<file path="src/rtl/dma_flyby_map.svh">
// Constants for the queued fly-by DMA channel
`ifndef DMA_FLYBY_MAP_SVH
`define DMA_FLYBY_MAP_SVH

// ==========================================
// Widths and depths
`define DF_DATA_W 32
`define DF_CNT_W 24
`define DF_OFS_W 8
`define DF_FIFO_DEPTH 16

// ==========================================
// Address stepping and page boundary
`define DF_WORD_BYTES 32'h0000_0004
`define DF_PAGE_LO 2
`define DF_PAGE_HI 9

// ==========================================
// Reset values
`define DF_RST_ADDR 32'h0000_0000
`define DF_RST_CNT 24'h00_0000
`define DF_RST_OFS 8'h00

`endif

</file>
<file path="src/rtl/dma_flyby_pkg.sv">
// Types shared by the fly-by DMA channel and its buffer
package dma_flyby_pkg;
`include "dma_flyby_map.svh"

   // ==========================================
   // Basic words
   typedef logic [`DF_DATA_W-1:0] word_t;
   typedef logic [`DF_CNT_W-1:0] count_t;
   typedef logic [`DF_OFS_W-1:0] offset_t;

   // ==========================================
   // Peripheral-side burst states, Gray along idle-burst-gap
   typedef enum logic [1:0] {
      ST_IDLE = 2'b00,
      ST_BURST = 2'b01,
      ST_GAP = 2'b11,
      ST_DRAIN = 2'b10
   } burst_state_t;

endpackage

</file>
<file path="src/rtl/fifo_if.sv">
// Valid/ready carrier between the channel and its word buffer
`timescale 1ns/1ps
interface fifo_if #(parameter int WIDTH = 32);
   logic inValid; // Word offered for storage
   logic inReady; // Buffer has room
   logic [WIDTH-1:0] inData; // Word to store
   logic outValid; // Buffer holds a word
   logic outReady; // Consumer takes the head word
   logic [WIDTH-1:0] outData; // Head word

   // ==========================================
   // Channel side fills and drains the buffer
   modport chan (output inValid, output inData, output outReady,
      input inReady, input outValid, input outData);
   // Buffer side
   modport store (input inValid, input inData, input outReady,
      output inReady, output outValid, output outData);
endinterface

</file>
<file path="src/rtl/word_fifo.sv">
// Parameterised synchronous word buffer with valid/ready on both sides
`timescale 1ns/1ps
module word_fifo #(
   parameter int WIDTH = 32,
   parameter int DEPTH = 16
) (
   input wire logic ref_clk, // 100 MHz clock
   input wire logic rstn, // Synchronous reset, active low
   fifo_if.store port // Fill and drain side
);
   import dma_flyby_pkg::*;

   localparam int AW = $clog2(DEPTH);

   // Pointers carry one extra wrap bit for honest full and empty
   typedef struct packed {
      logic [AW:0] wrPtr; // Write pointer
      logic [AW:0] rdPtr; // Read pointer
   } fifo_state_t;

   fifo_state_t s_ff; // Registered state
   fifo_state_t nxt_s; // Next state
   logic [WIDTH-1:0] mem [DEPTH]; // Word storage
   logic full; // No room left
   logic empty; // Nothing stored
   logic doPush; // Word written this cycle
   logic doPop; // Word read this cycle

   // ==========================================
   // Flags and handshakes
   always_comb
   begin
      empty = (s_ff.wrPtr == s_ff.rdPtr);
      full = (s_ff.wrPtr[AW] != s_ff.rdPtr[AW]) &&
         (s_ff.wrPtr[AW-1:0] == s_ff.rdPtr[AW-1:0]);
      doPush = port.inValid && !full;
      doPop = port.outReady && !empty;
      nxt_s = s_ff;
      if (doPush)
      begin
         nxt_s.wrPtr = s_ff.wrPtr + 1'b1;
      end
      if (doPop)
      begin
         nxt_s.rdPtr = s_ff.rdPtr + 1'b1;
      end
   end

   assign port.inReady = !full;
   assign port.outValid = !empty;
   assign port.outData = mem[s_ff.rdPtr[AW-1:0]];

   // ==========================================
   // Pointer registers
   always_ff @(posedge ref_clk)
   begin
      if (!rstn)
      begin
         s_ff <= '0;
      end
      else
      begin
         s_ff <= nxt_s;
      end
   end

   // Storage has no reset; only written words are ever read
   always_ff @(posedge ref_clk)
   begin
      if (doPush)
      begin
         mem[s_ff.wrPtr[AW-1:0]] <= port.inData;
      end
   end
endmodule

</file>
<file path="src/rtl/dma_flyby_channel.sv">
// One DMA channel: two-entry transfer queue and fly-by burst engine
`timescale 1ns/1ps
`include "dma_flyby_map.svh"

// What this block does
// Head and tail address/count entries per channel
// Software loads head, then enables with queue clear
// Software writes tail count before tail address
// Queue advance keeps peripheral offset unchanged
// Tail address write sets queue, clears flag
// Termination with queue valid advances and restarts
// Advance clears queue, keeps enable, sets flag
// Head count shows new transfer after advance
// Handler only loads tail, never writes control
// Underflow leaves enable low for software check
// Termination without queue clears enable
// Fly-by moves one word per memory cycle
// Fly-by transfers whole words only
// Terminate pin ignored as input during fly-by
// Fly-by request is level sensitive, either polarity
// Read direction: acknowledge, then mid-cycle output enable
// Acknowledge low at falling edge accepts request
// Acknowledge low at rising edge: data next cycle
// Peripheral holds request half cycle for more
// Request active at acknowledged cycle end: one more
// Page mode holds acknowledge up to a 1-Kbyte page end; else two-memory-cycle gap (GAP, then IDLE)
// Write direction pulses strobe in second half
// No parity on fly-by data
// ROM uses same acknowledge, no zero-wait ROM
// External access request and grant pair
// Advanced tail counts empty until rewritten
module dma_flyby_channel (
   input wire logic ref_clk, // 100 MHz clock
   input wire logic rstn, // Synchronous reset, active low
   input wire logic headAddrWr, // Head address write strobe
   input wire logic headCountWr, // Head count write strobe
   input wire logic tailAddrWr, // Tail address write strobe
   input wire logic tailCountWr, // Tail count write strobe
   input wire logic ctrlWr, // Control write strobe
   input wire dma_flyby_pkg::word_t wrAddr, // Address write data
   input wire dma_flyby_pkg::count_t wrCount, // Count write data
   input wire logic ctrlEnable, // Control: channel enable
   input wire logic ctrlQueueValid, // Control: queue valid
   input wire logic ctrlTermEnable, // Control: count/ext termination
   input wire logic ctrlDirection, // Control: 0 periph to mem
   input wire logic ctrlFlyBy, // Control: fly-by mode
   input wire logic ctrlReqHigh, // Control: request active high
   input wire logic ctrlPageMode, // Control: page/burst memory
   input wire logic ctrlTermDrive, // Control: drive terminate pin
   input wire dma_flyby_pkg::offset_t ctrlOffset, // Control: offset
   output logic enable, // Channel enable status
   output logic queueValid, // Tail entry valid
   output logic terminationFlag, // Termination interrupt flag
   output dma_flyby_pkg::word_t headAddr, // Head address
   output dma_flyby_pkg::count_t headCount, // Head count
   output dma_flyby_pkg::offset_t peripheralOffset, // Offset field
   output logic parityEnable, // Memory parity permitted
   input wire logic peripheralRequest, // Request pin
   input wire dma_flyby_pkg::word_t peripheralDataIn, // Data bus in
   output dma_flyby_pkg::word_t peripheralDataOut, // Data bus out
   output logic peripheralDataOe, // Data bus drive enable
   output logic peripheralAcknowledgeN, // Acknowledge, active low
   output logic ioChipSelectN, // Peripheral select, active low
   output logic ioOutputEnableN, // Peripheral read enable, low
   output logic ioWriteStrobeN, // Peripheral write strobe, low
   output logic memoryClock, // Memory clock, half ref rate
   input wire logic terminatePinIn, // Terminate pin, active high
   output logic terminatePinOut, // Terminate pin drive value
   output logic terminatePinOe, // Terminate pin drive enable
   input wire logic extAccessRequestN, // External request, low
   input wire logic extAccessDone, // Memory ends external access
   output logic extAccessGrantN, // External grant, active low
   output logic memReq, // Memory access request
   output logic memWrite, // Memory access is a write
   output dma_flyby_pkg::word_t memAddr, // Memory word address
   output dma_flyby_pkg::word_t memWdata, // Memory write data
   input wire logic memAck, // Memory access done
   input wire dma_flyby_pkg::word_t memRdata // Memory read data
);
   import dma_flyby_pkg::*;

   // ==========================================
   // State
   typedef struct packed {
      logic reqS1; // Request synchroniser, first stage
      logic reqS2; // Request synchroniser, second stage
      logic termS1; // Terminate synchroniser, first stage
      logic termS2; // Terminate synchroniser, second stage
      logic extS1; // External request sync, first stage
      logic extS2; // External request sync, second stage
      word_t dinS1; // Data synchroniser, first stage
      word_t dinS2; // Data synchroniser, second stage
      logic phase; // 0 first half, 1 second half
      logic memory_clock; // Memory clock level
      burst_state_t st; // Peripheral-side state
      logic en; // Channel enable
      logic qv; // Tail entry valid
      logic termFlag; // Termination flag
      word_t headAddr; // Head address, peripheral side
      count_t headCount; // Words left minus one
      word_t tailAddr; // Tail address
      count_t tailCount; // Tail count
      offset_t ofs; // Peripheral offset
      logic dir; // Direction
      logic flyBy; // Fly-by mode
      logic reqHigh; // Request polarity
      logic pageMode; // Page/burst memory
      logic termEn; // Count/external termination
      logic termDrive; // Drive terminate pin
      word_t memAddr; // Memory-side address
      logic [`DF_CNT_W:0] memLeft; // Memory words left
      logic memReq; // Memory request
      logic memWrite; // Memory write
      word_t memWdata; // Memory write data
      word_t dout; // Peripheral data out
      logic doutOe; // Peripheral data drive
      logic ackN; // Acknowledge
      logic csN; // Chip select
      logic oeN; // Output enable
      logic weN; // Write strobe
      logic termOut; // Terminate drive value
      logic termOe; // Terminate drive enable
      logic grantN; // External grant
      logic parityEn; // Parity permitted
   } chan_state_t;

   chan_state_t s_ff; // Registered state
   chan_state_t nxt_s; // Next state
   fifo_if #(.WIDTH(`DF_DATA_W)) buf_if (); // Word buffer link
   logic reqActive; // Request at its active level
   logic room; // Buffer can take or give a word
   logic pushPeriph; // Peripheral word into buffer
   logic pushMem; // Memory read word into buffer
   logic popMem; // Buffer word to memory write
   logic popPeriph; // Buffer word to peripheral
   logic termEvt; // Head transfer terminates
   logic qvNow; // Tail valid including this cycle's write
   word_t advAddr; // Tail address taken by an advance
   count_t advCount; // Tail count taken by an advance

   // Last word of a 1-Kbyte page, used for the gap decision
   function automatic logic pageEnd(input word_t a);
      pageEnd = &a[`DF_PAGE_HI:`DF_PAGE_LO];
   endfunction

   // Memory word count from a zero-based count
   function automatic logic [`DF_CNT_W:0] wordsOf(input count_t c);
      wordsOf = {1'b0, c} + {{`DF_CNT_W{1'b0}}, 1'b1};
   endfunction

   // ==========================================
   // Buffer between peripheral and memory
   word_fifo #(.WIDTH(`DF_DATA_W), .DEPTH(`DF_FIFO_DEPTH)) u_fifo (
      .ref_clk(ref_clk),
      .rstn(rstn),
      .port(buf_if.store)
   );

   // ==========================================
   // Next-state logic
   always_comb
   begin
      nxt_s = s_ff;
      pushPeriph = 1'b0;
      pushMem = 1'b0;
      popMem = 1'b0;
      popPeriph = 1'b0;
      termEvt = 1'b0;
      // Pins pass two flops before anything reads them
      nxt_s.reqS1 = peripheralRequest;
      nxt_s.reqS2 = s_ff.reqS1;
      nxt_s.termS1 = terminatePinIn;
      nxt_s.termS2 = s_ff.termS1;
      nxt_s.extS1 = extAccessRequestN;
      nxt_s.extS2 = s_ff.extS1;
      nxt_s.dinS1 = peripheralDataIn;
      nxt_s.dinS2 = s_ff.dinS1;
      // Memory clock: high in first half, low in second
      nxt_s.phase = ~s_ff.phase;
      nxt_s.memory_clock = s_ff.phase;
      reqActive = s_ff.reqHigh ? s_ff.reqS2 : ~s_ff.reqS2;
      room = s_ff.dir ? buf_if.outValid : buf_if.inReady;
      qvNow = s_ff.qv | tailAddrWr;
      advAddr = tailAddrWr ? wrAddr : s_ff.tailAddr;
      advCount = tailCountWr ? wrCount : s_ff.tailCount;

      // Software writes to head, tail and control
      if (headAddrWr)
      begin
         nxt_s.headAddr = wrAddr;
         nxt_s.memAddr = wrAddr;
      end
      if (headCountWr)
      begin
         nxt_s.headCount = wrCount;
         nxt_s.memLeft = wordsOf(wrCount);
      end
      if (tailCountWr)
      begin
         nxt_s.tailCount = wrCount;
      end
      if (tailAddrWr)
      begin
         nxt_s.tailAddr = wrAddr;
         nxt_s.qv = 1'b1;
         nxt_s.termFlag = 1'b0;
      end
      if (ctrlWr)
      begin
         nxt_s.en = ctrlEnable;
         nxt_s.qv = ctrlQueueValid;
         nxt_s.termEn = ctrlTermEnable;
         nxt_s.dir = ctrlDirection;
         nxt_s.flyBy = ctrlFlyBy;
         nxt_s.reqHigh = ctrlReqHigh;
         nxt_s.pageMode = ctrlPageMode;
         nxt_s.termDrive = ctrlTermDrive;
         nxt_s.ofs = ctrlOffset;
      end

      // Memory side: one access in flight, whole words only
      if (s_ff.memReq)
      begin
         if (memAck)
         begin
            nxt_s.memReq = 1'b0;
            nxt_s.memAddr = s_ff.memAddr + `DF_WORD_BYTES;
            pushMem = !s_ff.memWrite;
         end
      end
      else if (s_ff.en && s_ff.flyBy && s_ff.grantN)
      begin
         if (!s_ff.dir && buf_if.outValid)
         begin
            popMem = 1'b1;
            nxt_s.memWdata = buf_if.outData;
            nxt_s.memReq = 1'b1;
            nxt_s.memWrite = 1'b1;
            nxt_s.memLeft = s_ff.memLeft - 1'b1;
         end
         else if (s_ff.dir && s_ff.memLeft != '0 && buf_if.inReady)
         begin
            nxt_s.memReq = 1'b1;
            nxt_s.memWrite = 1'b0;
            nxt_s.memLeft = s_ff.memLeft - 1'b1;
         end
      end

      // Peripheral side burst engine, one word per memory cycle
      nxt_s.weN = 1'b1;
      case (s_ff.st)
         ST_IDLE:
         begin
            // Start only at a period start, never while granted
            if (s_ff.phase && s_ff.en && s_ff.flyBy && reqActive &&
               room && s_ff.grantN)
            begin
               nxt_s.st = ST_BURST;
               nxt_s.ackN = 1'b0;
               nxt_s.csN = 1'b0;
               nxt_s.doutOe = s_ff.dir;
            end
         end
         ST_BURST:
         begin
            // Output enable from mid-cycle on, held in page mode up to a page end
            if (!s_ff.dir && !s_ff.phase)
            begin
               nxt_s.oeN = 1'b0;
            end
            // Strobe only in the second half with valid data
            if (s_ff.dir && !s_ff.phase && buf_if.outValid)
            begin
               nxt_s.weN = 1'b0;
            end
            nxt_s.termOut = s_ff.termDrive && (s_ff.headCount == '0);
            nxt_s.termOe = s_ff.termDrive;
            // Write side waits for its strobe
            if (s_ff.phase && (s_ff.dir ? !s_ff.weN : room))
            begin
               // Word completes; no parity applies to it
               pushPeriph = !s_ff.dir;
               popPeriph = s_ff.dir;
               nxt_s.headAddr = s_ff.headAddr + `DF_WORD_BYTES;
               if (s_ff.headCount == '0)
               begin
                  nxt_s.st = ST_DRAIN;
               end
               else
               begin
                  nxt_s.headCount = s_ff.headCount - 1'b1;
                  if (!reqActive)
                  begin
                     nxt_s.st = ST_IDLE;
                  end
                  else if (!s_ff.pageMode || pageEnd(s_ff.headAddr))
                  begin
                     nxt_s.st = ST_GAP;
                  end
               end
               if (nxt_s.st != ST_BURST)
               begin
                  nxt_s.ackN = 1'b1;
                  nxt_s.oeN = 1'b1;
                  nxt_s.csN = 1'b1;
                  nxt_s.doutOe = 1'b0;
                  nxt_s.termOut = 1'b0;
               end
            end
         end
         ST_GAP:
         begin
            // One full memory cycle with acknowledge released
            if (s_ff.phase)
            begin
               nxt_s.st = ST_IDLE;
            end
         end
         ST_DRAIN:
         begin
            // Terminate only once memory holds every word
            nxt_s.termOe = 1'b0;
            if (s_ff.memLeft == '0 && !s_ff.memReq && !buf_if.outValid)
            begin
               nxt_s.st = ST_IDLE;
               termEvt = s_ff.termEn;
               nxt_s.en = s_ff.termEn ? s_ff.en : 1'b0;
            end
         end
         default:
         begin
            nxt_s.st = ST_IDLE;
         end
      endcase

      // External terminate counts only outside fly-by
      if (!s_ff.flyBy && s_ff.termEn && s_ff.en && s_ff.termS2)
      begin
         termEvt = 1'b1;
      end

      // Termination: advance the queue or stop the channel
      if (termEvt)
      begin
         nxt_s.termFlag = 1'b1;
         if (qvNow)
         begin
            nxt_s.headAddr = advAddr;
            nxt_s.memAddr = advAddr;
            nxt_s.headCount = advCount;
            nxt_s.memLeft = wordsOf(advCount);
            nxt_s.qv = 1'b0;
            nxt_s.en = 1'b1;
         end
         else
         begin
            nxt_s.en = 1'b0;
         end
      end

      // External master access, granted only while the channel idles
      if (s_ff.grantN)
      begin
         if (!s_ff.extS2 && s_ff.st == ST_IDLE &&
            nxt_s.st == ST_IDLE && !s_ff.memReq && !nxt_s.memReq)
         begin
            nxt_s.grantN = 1'b0;
         end
      end
      else if (extAccessDone)
      begin
         nxt_s.grantN = 1'b1;
      end

      nxt_s.dout = buf_if.outData;
      nxt_s.parityEn = !(s_ff.en && s_ff.flyBy);
   end

   // Buffer handshakes from the two directions
   assign buf_if.inValid = pushPeriph || pushMem;
   assign buf_if.inData = pushMem ? memRdata : s_ff.dinS2;
   assign buf_if.outReady = popMem || popPeriph;

   // ==========================================
   // State register
   always_ff @(posedge ref_clk)
   begin
      if (!rstn)
      begin
         s_ff <= '0;
         s_ff.st <= ST_IDLE;
         s_ff.headAddr <= `DF_RST_ADDR;
         s_ff.tailAddr <= `DF_RST_ADDR;
         s_ff.memAddr <= `DF_RST_ADDR;
         s_ff.headCount <= `DF_RST_CNT;
         s_ff.tailCount <= `DF_RST_CNT;
         s_ff.ofs <= `DF_RST_OFS;
         s_ff.ackN <= 1'b1;
         s_ff.csN <= 1'b1;
         s_ff.oeN <= 1'b1;
         s_ff.weN <= 1'b1;
         s_ff.grantN <= 1'b1;
         s_ff.parityEn <= 1'b1;
         s_ff.extS1 <= 1'b1;
         s_ff.extS2 <= 1'b1;
      end
      else
      begin
         s_ff <= nxt_s;
      end
   end

   // ==========================================
   // Outputs straight from the state register
   assign enable = s_ff.en;
   assign queueValid = s_ff.qv;
   assign terminationFlag = s_ff.termFlag;
   assign headAddr = s_ff.headAddr;
   assign headCount = s_ff.headCount;
   assign peripheralOffset = s_ff.ofs;
   assign parityEnable = s_ff.parityEn;
   assign peripheralDataOut = s_ff.dout;
   assign peripheralDataOe = s_ff.doutOe;
   assign peripheralAcknowledgeN = s_ff.ackN;
   assign ioChipSelectN = s_ff.csN;
   assign ioOutputEnableN = s_ff.oeN;
   assign ioWriteStrobeN = s_ff.weN;
   assign memoryClock = s_ff.memory_clock;
   assign terminatePinOut = s_ff.termOut;
   assign terminatePinOe = s_ff.termOe;
   assign extAccessGrantN = s_ff.grantN;
   assign memReq = s_ff.memReq;
   assign memWrite = s_ff.memWrite;
   assign memAddr = s_ff.memAddr;
   assign memWdata = s_ff.memWdata;
endmodule

</file>
<file path="config.mk">
export PLATFORM = sky130hd
export DESIGN_NAME = dma_flyby_channel
export DESIGN_NICKNAME = d
export VERILOG_FILES = /design/src/rtl/dma_flyby_pkg.sv /design/src/rtl/fifo_if.sv /design/src/rtl/word_fifo.sv /design/src/rtl/dma_flyby_channel.sv
export VERILOG_INCLUDE_DIRS = /design/src /design/src/rtl
export SDC_FILE = /design/constraint.sdc
export NUM_CORES = 1
export LEC_CHECK = 0
export BUFFER_PORTS_ARGS = -buffer_cell sky130_fd_sc_hd__buf_2
export CORE_UTILIZATION = 60
export DETAILED_ROUTE_END_ITERATION = 10
export HOLD_SLACK_MARGIN = 0.15
export PLACE_DENSITY = 0.8
export SYNTH_ARGS = -nofsm -noshare
export SYNTH_HDL_FRONTEND = slang
export SYNTH_HIERARCHICAL = 1
export SYNTH_SLANG_ARGS = --single-unit
</file>
<file path="constraint.sdc">
create_clock -name ref_clk -period 5.5 [get_ports ref_clk]
set_input_delay 0.55 -clock ref_clk [delete_from_list [all_inputs] [get_ports ref_clk]]
set_output_delay 0.55 -clock ref_clk [all_outputs]
set_load 0.02 [all_outputs]
</file>
* Word-level counts from Yosys, hierarchy flattened
Memory sizes are Yosys's and may differ from the RTL's. A register that Yosys moved wholly into a read port is not among the register bits.
Cells that the tools add are included.
** Storage, ports and cells
- Register bits after elaboration :: 345
- Bits in writable memories :: 512
- Bits of input ports :: 148
- Output and inout port bits :: 175
- Logic and storage cells :: 192
- Memories kept :: 1
** Memories
- u_fifo.mem :: depth 16, bits a word 32, rd ports 1, clocked after memory_dff 1, write ports 1, RTL line word_fifo.sv:23 : logic [WIDTH-1:0] mem [DEPTH];
** Operators by class
- Add/subtract/negate cells :: 8
- Equality and inequality tests :: 11
- Muxes and demuxes :: 70
- Bitwise gates (word level) :: 4
- Reductions and logical operators :: 56
** Operators with widths (count)
- $mux W32 :: 7
- $mux W56 :: 3
- $mux W59 :: 2
- $mux W57 :: 2
- $mux W24 :: 3
- $add A32 B3 Y32 const B :: 2
- $mux W27 :: 2
- $add A24 B1 Y25 const B :: 2
- $mux W25 :: 2
- $mux W1 :: 30
- $logic_and A1 B1 Y1 :: 27
- $logic_not A25 Y1 :: 1
- $reduce_bool A25 Y1 :: 1
- $sub A25 B1 Y25 const B :: 1
- $logic_not A24 Y1 :: 1
- $sub A24 B1 Y24 const B :: 1
- $mux W2 :: 10
- $mux W4 :: 4
- $logic_not A1 Y1 :: 12
- $add A5 B1 Y5 const B :: 2
- $pmux W2 S4 :: 1
- $reduce_and A8 Y1 :: 1
- $reduce_bool A2 Y1 :: 4
- $mux W3 :: 2
- 17 further kinds :: 26

* Logic depth before layout (Yosys ltp)
Gate-level depths: netlist of run 1.
- Word-level depth :: 16
- Gate-level depth with buffers :: 15
- Mapped depth without buffers :: 10

* Modules after synthesis
Netlist of run 1, hierarchy kept.
** Modules (own cells, without submodules)
- word_fifo :: instances 1, cells an instance 814, area an instance 20216.9 um2
- dma_flyby_channel :: instances 1, cells an instance 2004, area an instance 16767.3 um2

* Least setup slack after synthesis of run 1
OpenSTA, ideal clock, no wires.
- Path type :: register -> register
- From :: register u_fifo/s_ff[7] (netlist bit)
- To :: memory u_fifo.mem[15][0], enable pin
- Data arrival time :: 3389 ps
- Required time :: 5065 ps
- Path slack :: 1676 ps
- Stages on the path, launching flop included :: 11
- Path buffers :: 2
- Clock period less this slack :: 3824 ps
- Path through :: dfxtp_1 > buf_2 > xor2_1 > nor4_2 > buf_2 > nand2_1 > nor2b_1 > o21ai_0 > o21ai_0 > nand3_1 > a21oi_1
** On the way
- Word-level cells in the longest chain between the ends :: 12
- Elaborated cells on any way between the ends :: 14
** RTL lines
- start: declaration :: RTL line word_fifo.sv:21 : fifo_state_t s_ff;
- start signal: assignment :: RTL line word_fifo.sv:63 : s_ff <= nxt_s;
- $eq A4 B4 Y1 :: RTL line word_fifo.sv:35 : (s_ff.wrPtr[AW-1:0] == s_ff.rdPtr[AW-1:0]);
- $logic_and A1 B1 Y1 :: RTL line word_fifo.sv:34 : full = (s_ff.wrPtr[AW] != s_ff.rdPtr[AW]) &&
- $logic_not A1 Y1 :: RTL line word_fifo.sv:49 : assign port.inReady = !full;
- named net buf_if.inReady :: RTL line fifo_if.sv:5 : logic inReady;
- $mux W1 :: RTL line dma_flyby_channel.sv:182 : room = s_ff.dir ? buf_if.outValid : buf_if.inReady;
- $mux W1 :: RTL line dma_flyby_channel.sv:279 : if (s_ff.phase && (s_ff.dir ? !s_ff.weN : room))
- $logic_and A1 B1 Y1 :: RTL line dma_flyby_channel.sv:279
- $mux W1 :: RTL line dma_flyby_channel.sv:279
- $mux W1 :: RTL line dma_flyby_channel.sv:251 : case (s_ff.st)
- $logic_or A1 B1 Y1 :: RTL line dma_flyby_channel.sv:380 : assign buf_if.inValid = pushPeriph || pushMem;
- named net buf_if.inValid :: RTL line fifo_if.sv:4 : logic inValid;
- $logic_and A1 B1 Y1 :: RTL line word_fifo.sv:36 : doPush = port.inValid && !full;
- $mux W1 :: RTL line word_fifo.sv:70 : if (doPush)
- $mux W1 (implied by the code) :: RTL line word_fifo.sv:72 : mem[s_ff.wrPtr[AW-1:0]] <= port.inData;
- end: declaration :: RTL line word_fifo.sv:23
The timed path passes the listed nets, and every way through them passes these cells.

* Final worst setup path of run 1
- From :: register u_fifo/s_ff[9] (netlist bit)
- To :: register headAddr[26] (netlist name)
** On the way
- Word-level cells in the longest chain between the ends :: 10
- Elaborated cells on any way between the ends :: 16
** RTL lines
- $ne A1 B1 Y1 * :: RTL line word_fifo.sv:34
- $logic_and A1 B1 Y1 * :: RTL line word_fifo.sv:34
- $logic_not A1 Y1 * :: RTL line word_fifo.sv:49
- named net buf_if.inReady :: RTL line fifo_if.sv:5
- $mux W1 * :: RTL line dma_flyby_channel.sv:182
- $mux W1 * :: RTL line dma_flyby_channel.sv:279
- $logic_and A1 B1 Y1 * :: RTL line dma_flyby_channel.sv:279
- $mux W56 * :: RTL line dma_flyby_channel.sv:279
- $mux W56 * :: RTL line dma_flyby_channel.sv:251
- $mux W56 :: RTL line dma_flyby_channel.sv:346 : if (qvNow)
- $mux W59 * :: RTL line dma_flyby_channel.sv:343 : if (termEvt)
Mark *: on every way through the listed nets, which the timed path passes. The rest lies on a longest branch.
A chain may end at the register's enable or synchronous reset.

==> run metrics, run 1 <==
status=finished clean; post-synthesis average cell area=13.1 um2; Synth warnings=6; post-synth net total=2981; DP HPWL=60800 um; Clock Tree Buf Depth=3; DP Worst Slack=1.67 ns; Post-synth EDFFs=512; IO Port Bufs=322; kind of critical path=reg2reg; die span in x=250 um; worst skew pair latency=0.66 ns; VDD IR max=0.314 mV; critical path depth=9; Largest stage delay, worst path=0.84 ns; crit path time final=3.98 ns; Leakage Power=15.0 nW; CTS H-tree depth=3; root buffer cell=clkbuf_16; CP max FO=24; fraction of layout cells with a size suffix above 1=23.0%; Critical Path End Type=flip-flop; Max Cap Viol=0; number of primary I/O pins=323; final worst-path cycle share=72.5%; largest net degree at the start of global routing=96; Yosys cell types=83; Final setup viols=0; CP startpoint kind=flip-flop; CORE AREA=0.0606 mm2; top_reg_cell synth=edfxtp_1; reg-to-reg critical path startpoint=u_fifo/s_ff[9]; Final WS setup=1.52 ns; fin. max-slew vios=0; final hold violations=0; Peak Freq=251 MHz; vias in the first global route=24.0k; setup TNS=0 ns; gr ovfl total=0; Worst Hold End=s_ff[133]; clk sinks=860; cell row count=90; die area=0.0626 mm2; Critical-path top delay cell=and2_1; fin nets=3162; HP Start=ctrlTermEnable; WP buf/inv=1; ys async rst share=0%; first-pass GRT wire length=147000 um; Num CTS Buffers=87; critical-path cell list=xor2_1, nand2_1, nor2b_1, o211ai_1, buf_4, and2_1, nor2_1, mux2_2, o32ai_1; RSZ-0062 raised after global routing=false; ANT nets after route=0; area grow syn2layout=11.7%; Post-CTS Resized=0; max_slew headroom=7.54%; CTS tree=yes; drt first pass iters=6; Max Clock Skew=0.0390 ns; register area share after synthesis=60.4%; initial core utilization=61.0%; Worst Tran Pin Value=1.37 ns; initial antenna violation count=0; Routability Congestion=0.934; Power per Cell Area=330 mW/mm2; DR DRC count=0; worst hold stages=3; reg2reg setup slack=1.52 ns; post-synthesis instance total=2818; capturing point of the worst reg2reg path=headAddr[26]; Synth Register Bits=860; Post-Route WL=96600 um; Chip Height=250 um; Setup Buffers After CTS=0; DR vias=24.7k; Crit path required time=6.04 ns; hold_ws=0.190 ns; clock slew at reported path FFs=0.06 ns; wire per inst=25.0 um; HP Class=in2reg; iteration-0 DRC count of the detailed router=2678; Avg Vias per Cell=6.42; Post-Syn Area=0.0370 mm2; critical path arrival=4.53 ns; R2R cell count=9; GRT Total Usage=30.7%; crit-path leading delay family=simple AND/OR/NAND/NOR gates
cells in the final DEF, fill, tap and decap left out, types with 18 or more instances in the layout:
| master | instances |
|---|---|
| and3_1 | 41 |
| buf_2 | 321 |
| nand4_1 | 28 |
| inv_1 | 39 |
| and2_1 | 121 |
| clkbuf_1 | 24 |
| xor2_1 | 28 |
| o22ai_1 | 31 |
| dfxtp_1 | 345 |
| a21oi_1 | 127 |
| buf_4 | 41 |
| mux4_2 | 132 |
| a211oi_1 | 18 |
| mux4_1 | 28 |
| xnor2_1 | 27 |
| nand2_1 | 206 |
| nor3_1 | 54 |
| nor2_1 | 195 |
| o21ai_0 | 75 |
| mux2i_1 | 73 |
| dlygate4sd3_1 | 43 |
| a31oi_1 | 21 |
| nand3_1 | 69 |
| edfxtp_1 | 512 |
| nor4_1 | 21 |
| mux2_2 | 54 |
| clkbuf_16 | 89 |
timing repair:
item / in CTS / in global routing
endpoints found under the hold margin: 43 / 0
hold buffers: 43 / 0
setup endpoints to repair: 0 / 0
state kept, by name, summed over array words and instances, names as in the netlist, 8 cells and up, named ones only:
register,count
headAddr,32
headCount,24
memAddr,32
memWdata,32
nxt_s,36
peripheralDataOut,32
peripheralOffset,8
s_ff,124
u_fifo/mem,512
u_fifo/s_ff,10
cells in the mapped netlist (69+ instances only):
cell | n | area (um2)
clkbuf_1 | 91 | 342
mux2i_1 | 73 | 731
nand3_1 | 69 | 345
and2_1 | 121 | 757
a21oi_1 | 128 | 641
dfxtp_1 | 348 | 6970
nand2_1 | 207 | 777
edfxtp_1 | 512 | 15400
nor2_1 | 196 | 736
buf_4 | 163 | 1220
o21ai_0 | 75 | 375
mux4_2 | 132 | 2970
power by group:
group	switching [mW]	total (mW)	leakage, nW	internal, mW
Combinational	0.499	0.798	6.01	0.299
Clock	2.55	5.80	1.36	3.26
Sequential	0.105	7.02	7.58	6.92
Total	3.15	13.6	15.0	10.5
worst min-delay path, cell delays in order:
cell and delay (ns):
buf_2 0.09, mux2i_1 0.06, nor2_1 0.08
logic make-up (layout without fill, tap and decap cells):
family | count (synthesis) | after routing | synth area share [%]
buf+inv | 360 | 614 | 5.69
flops | 860 | 860 | 60.4
other cells | 0 | 1 | 0
xor+xnor | 55 | 55 | 1.30
mux | 288 | 288 | 13.7
simple gates | 817 | 817 | 11.0
fa+ha+maj | 15 | 15 | 0.507
compound gates | 423 | 423 | 7.43
metal layers:
metal | global-route usage (%) | wire length [um] | up-vias
li1 | - | - | 10843
met1 | 41.9 | 37700 | 12289
met2 | 50.4 | 46900 | 1433
met3 | 5.75 | 9740 | 182
met4 | 9.31 | 2300 | 0
met5 | 0 | 0 | -
worst max-delay path by stage:
stage | end | slack [ns] | start
floorplan | u_fifo/mem[15][0] | 1.68 | u_fifo/s_ff[7]
global placement | headAddr[16] | 1.71 | u_fifo/s_ff[9]
detailed placement | headAddr[14] | 1.67 | u_fifo/s_ff[8]
CTS | headAddr[14] | 1.64 | u_fifo/s_ff[8]
global route | headAddr[14] | 1.23 | u_fifo/s_ff[4]
finish | headAddr[26] | 1.52 | u_fifo/s_ff[9]
stage by stage:
stage / area (um2) / power [mW] / std cells / util (%)
6_report: 41300 / 13.6 / 3855 / 68.2
2_1_floorplan: 37000 / 7.69 / 2818 / -
3_5_place_dp: 38100 / 7.92 / 3649 / 62.9
3_3_place_gp: 38100 / 7.89 / 3649 / 62.9
5_1_grt: 41300 / 14.0 / 3854 / 68.2
4_1_cts: 41300 / 13.7 / 3854 / 68.2
cell type report:
| type | instances | area, um2 |
|---|---|---|
| Fill cell | 4083 | 19300 |
| Clock buffer | 125 | 2480 |
| Inverter | 40 | 153 |
| Tap cell | 782 | 978 |
| Clock inverter | 37 | 328 |
| Timing Repair Buffer | 412 | 2480 |
| Antenna cell | 1 | 2.50 |
| Multi-Input combinational cell | 1598 | 12600 |
| Sequential cell | 860 | 22400 |
No activity file was read; power rests on OpenSTA's default activity.
==> run 2: changes to the inputs <==
==> constraint.sdc (replaced) <==
create_clock -name ref_clk -period 3.9 [get_ports ref_clk]
set_input_delay 0.39 -clock ref_clk [delete_from_list [all_inputs] [get_ports ref_clk]]
set_output_delay 0.39 -clock ref_clk [all_outputs]
set_load 0.02 [all_outputs]
==> run 2 against run 1 <==
Against the previous run: routed wire length is 0.33% higher; setup slack worse by 1.1 ns; critical path depth is 3 higher; sequential power is 41% higher; critical endpoint is now u_fifo/mem[13][22]; maximum frequency is 13% higher; cell area is 2.0% higher; worst hold slack worse by 0.011 ns; via count is 0.73% higher.
==> run metrics, run 2 (synthesized netlist as in run 1, its figures left out) <==
Power Internal=15.0 mW (was 10.5 mW); area grow syn2layout=14.0% (was 11.7%); Max Cap Viol=0 (unchanged); CTS tree=yes (unchanged); Post-Route WL=96900 um (was 96600 um); RSZ-0062 raised after global routing=false (unchanged); setup TNS=0 ns (unchanged); initial antenna violation count=1 (was 0); drt first pass iters=6 (unchanged); Num CTS Buffers=87 (unchanged); crit path time final=3.53 ns (was 3.98 ns); initial core utilization=61.0% (unchanged); ANT nets after route=0 (unchanged); Final WS setup=0.366 ns (was 1.52 ns); placed insts=3669 (was 3649); number of primary I/O pins=323 (unchanged); beginning of the critical path=u_fifo/s_ff[8] (was u_fifo/s_ff[9]); Chip Height=250 um (unchanged); worst setup path end=u_fifo/mem[13][22] (was headAddr[26]); Max Clock Skew=0.0350 ns (was 0.0390 ns); sequential power share=50.7% (was 51.5%); die span in x=250 um (unchanged); Post-DP Area=0.0383 mm2 (was 0.0381 mm2); Largest register FFs=512 (unchanged); reg-to-reg critical path startpoint=u_fifo/s_ff[8] (was u_fifo/s_ff[9]); max_slew headroom=7.61% (was 7.54%); DP Worst Slack=0.365 ns (was 1.67 ns); Avg Vias per Cell=6.35 (was 6.42); DP HPWL=59000 um (was 60800 um); vias in the first global route=24.9k (was 24.0k); most common cell after layout, fill and taps aside=edfxtp_1 (unchanged); iteration-0 DRC count of the detailed router=2628 (was 2678); CP startpoint kind=flip-flop (unchanged); Critical Path End Type=flip-flop (unchanged); commonest non-fill, non-tap cells in the layout=edfxtp_1 (512), dfxtp_1 (345), buf_2 (321) (unchanged); wire per inst=24.7 um (was 25.0 um); largest net degree at the start of global routing=123 (was 96); IO Port Bufs=322 (unchanged); capturing point of the worst reg2reg path=u_fifo/mem[13][22] (was headAddr[26]); sw power=4.49 mW (was 3.15 mW); fin. max-slew vios=0 (unchanged); Leakage Power=15.3 nW (was 15.0 nW); gr ovfl total=0 (unchanged); Crit path required time=4.18 ns (was 6.04 ns); VDD IR max=0.560 mV (was 0.314 mV); GRT Total Usage=30.7% (about the same); clk sinks=860 (unchanged); clock slew at reported path FFs=0.06 ns (about the same); Finished Layout Cells=3925 (was 3855); final hold violations=0 (unchanged); fin nets=3232 (was 3162); status=finished clean (unchanged); Comb pwr share=6.0% (was 5.9%); final worst-path cycle share=90.6% (was 72.5%); Clock power frac=43.3% (was 42.6%); R2R cell count=12 (was 9); fraction of layout cells with a size suffix above 1=23.5% (was 23.0%); worst skew pair latency=0.66 ns (about the same); first-pass GRT wire length=147000 um (about the same); Worst Tran Pin Value=1.38 ns (was 1.37 ns); critical path arrival=3.81 ns (was 4.53 ns); hold_ws=0.179 ns (was 0.190 ns); CORE AREA=0.0606 mm2 (unchanged); Setup Buffers After CTS=0 (unchanged); CP max FO=25 (was 24); reg2reg setup slack=0.37 ns (was 1.52 ns); switching part of the total=23.0% (was 23.1%); Routability Congestion=0.927 (was 0.934); cell row count=90 (unchanged); CTS H-tree depth=3 (unchanged); DR vias=24.9k (was 24.7k); HP Class=in2reg (unchanged); root buffer cell=clkbuf_16 (unchanged); Final setup viols=0 (unchanged); Clock Tree Buf Depth=3 (unchanged); Power per Cell Area=463 mW/mm2 (was 330 mW/mm2); die area=0.0626 mm2 (unchanged); kind of critical path=reg2reg (unchanged); Peak Freq=283 MHz (was 251 MHz); final instance area=0.0421 mm2 (was 0.0413 mm2); DR DRC count=0 (unchanged)
-- run 2: cell count changes in the layout (fill, tap and decap cells not counted), sizes merged --
cell	before	now
bufinv	2	7
buf	369	389
dlygate4sd3	43	93
clkbuf	125	113
clkinv	27	34
-- run 2: final cells by class --
cell class / instances / area, um2
flip-flops and latches: 860 / 22400
fillers: 3886 / 18400
multi-input cells: 1598 / 12600
repair buffers: 482 / 3180
clock buffers: 113 / 2370
well taps: 782 / 978
clock inverters: 49 / 553
inverters: 40 / 153
diodes: 1 / 2.50
-- run 2: worst max-delay path, cell delays in order, from the launching register on --
cell and delay, ns:
dfxtp_1 0.48, xor2_1 0.24, nor4_2 0.09, buf_4 0.19, nand2_1 0.09, nor2b_1 0.22
o21ai_0 0.23, o21ai_1 0.39, inv_1 0.15, a21oi_1 0.16, buf_4 0.25, and3_1 0.23
buf_4 0.46
-- run 2: metrics by stage --
| step | utilization, % | power (mW) |
|---|---|---|
| 3_5_place_dp | 63.2 | 11.2 |
| 6_report | 69.6 | 19.5 |
| 5_1_grt | 69.6 | 20.0 |
| 3_3_place_gp | 63.2 | 11.1 |
| 4_1_cts | 69.6 | 19.6 |
| 2_1_floorplan | - | 10.8 |
-- run 2: how the worst min path moves through the flow --
stage | cells past startpoint | endpoint | startpoint
6_report | 3 | s_ff[162] | wrCount[16]
5_1_grt | 3 | headAddr[17] | wrAddr[17]
4_1_cts | 3 | s_ff[162] | wrCount[16]
3_5_place_dp | 1 | s_ff[281] | nxt_s[281]
3_3_place_gp | 1 | parityEnable | s_ff[136]
2_1_floorplan | 1 | s_ff[329] | nxt_s[329]
-- run 2: power groups by stage --
stage / clock [mW] / sequential [mW] / combinational [mW]
after floorplan: 0 / 10.0 / 0.797
after global routing: 8.86 / 9.92 / 1.26
after CTS: 8.53 / 9.90 / 1.15
after global placement: 0 / 10.1 / 1.03
final: 8.45 / 9.90 / 1.17
after detailed placement: 0 / 10.1 / 1.07
-- run 2: routing by layer --
metal | track usage (%) | wire, um | vias up
li1 | - | - | 10955
met1 | 39.6 | 36800 | 12234
met2 | 52.1 | 48000 | 1503
met3 | 5.28 | 8620 | 236
met4 | 11.8 | 3520 | 0
met5 | 0 | 0 | -
-- run 2: timing repair --
item                       4_1_cts  5_1_grt
setup endpoints to repair        0       35
hold buffers                    93        0
hold endpoints to repair       134        0
resized for setup                0        1
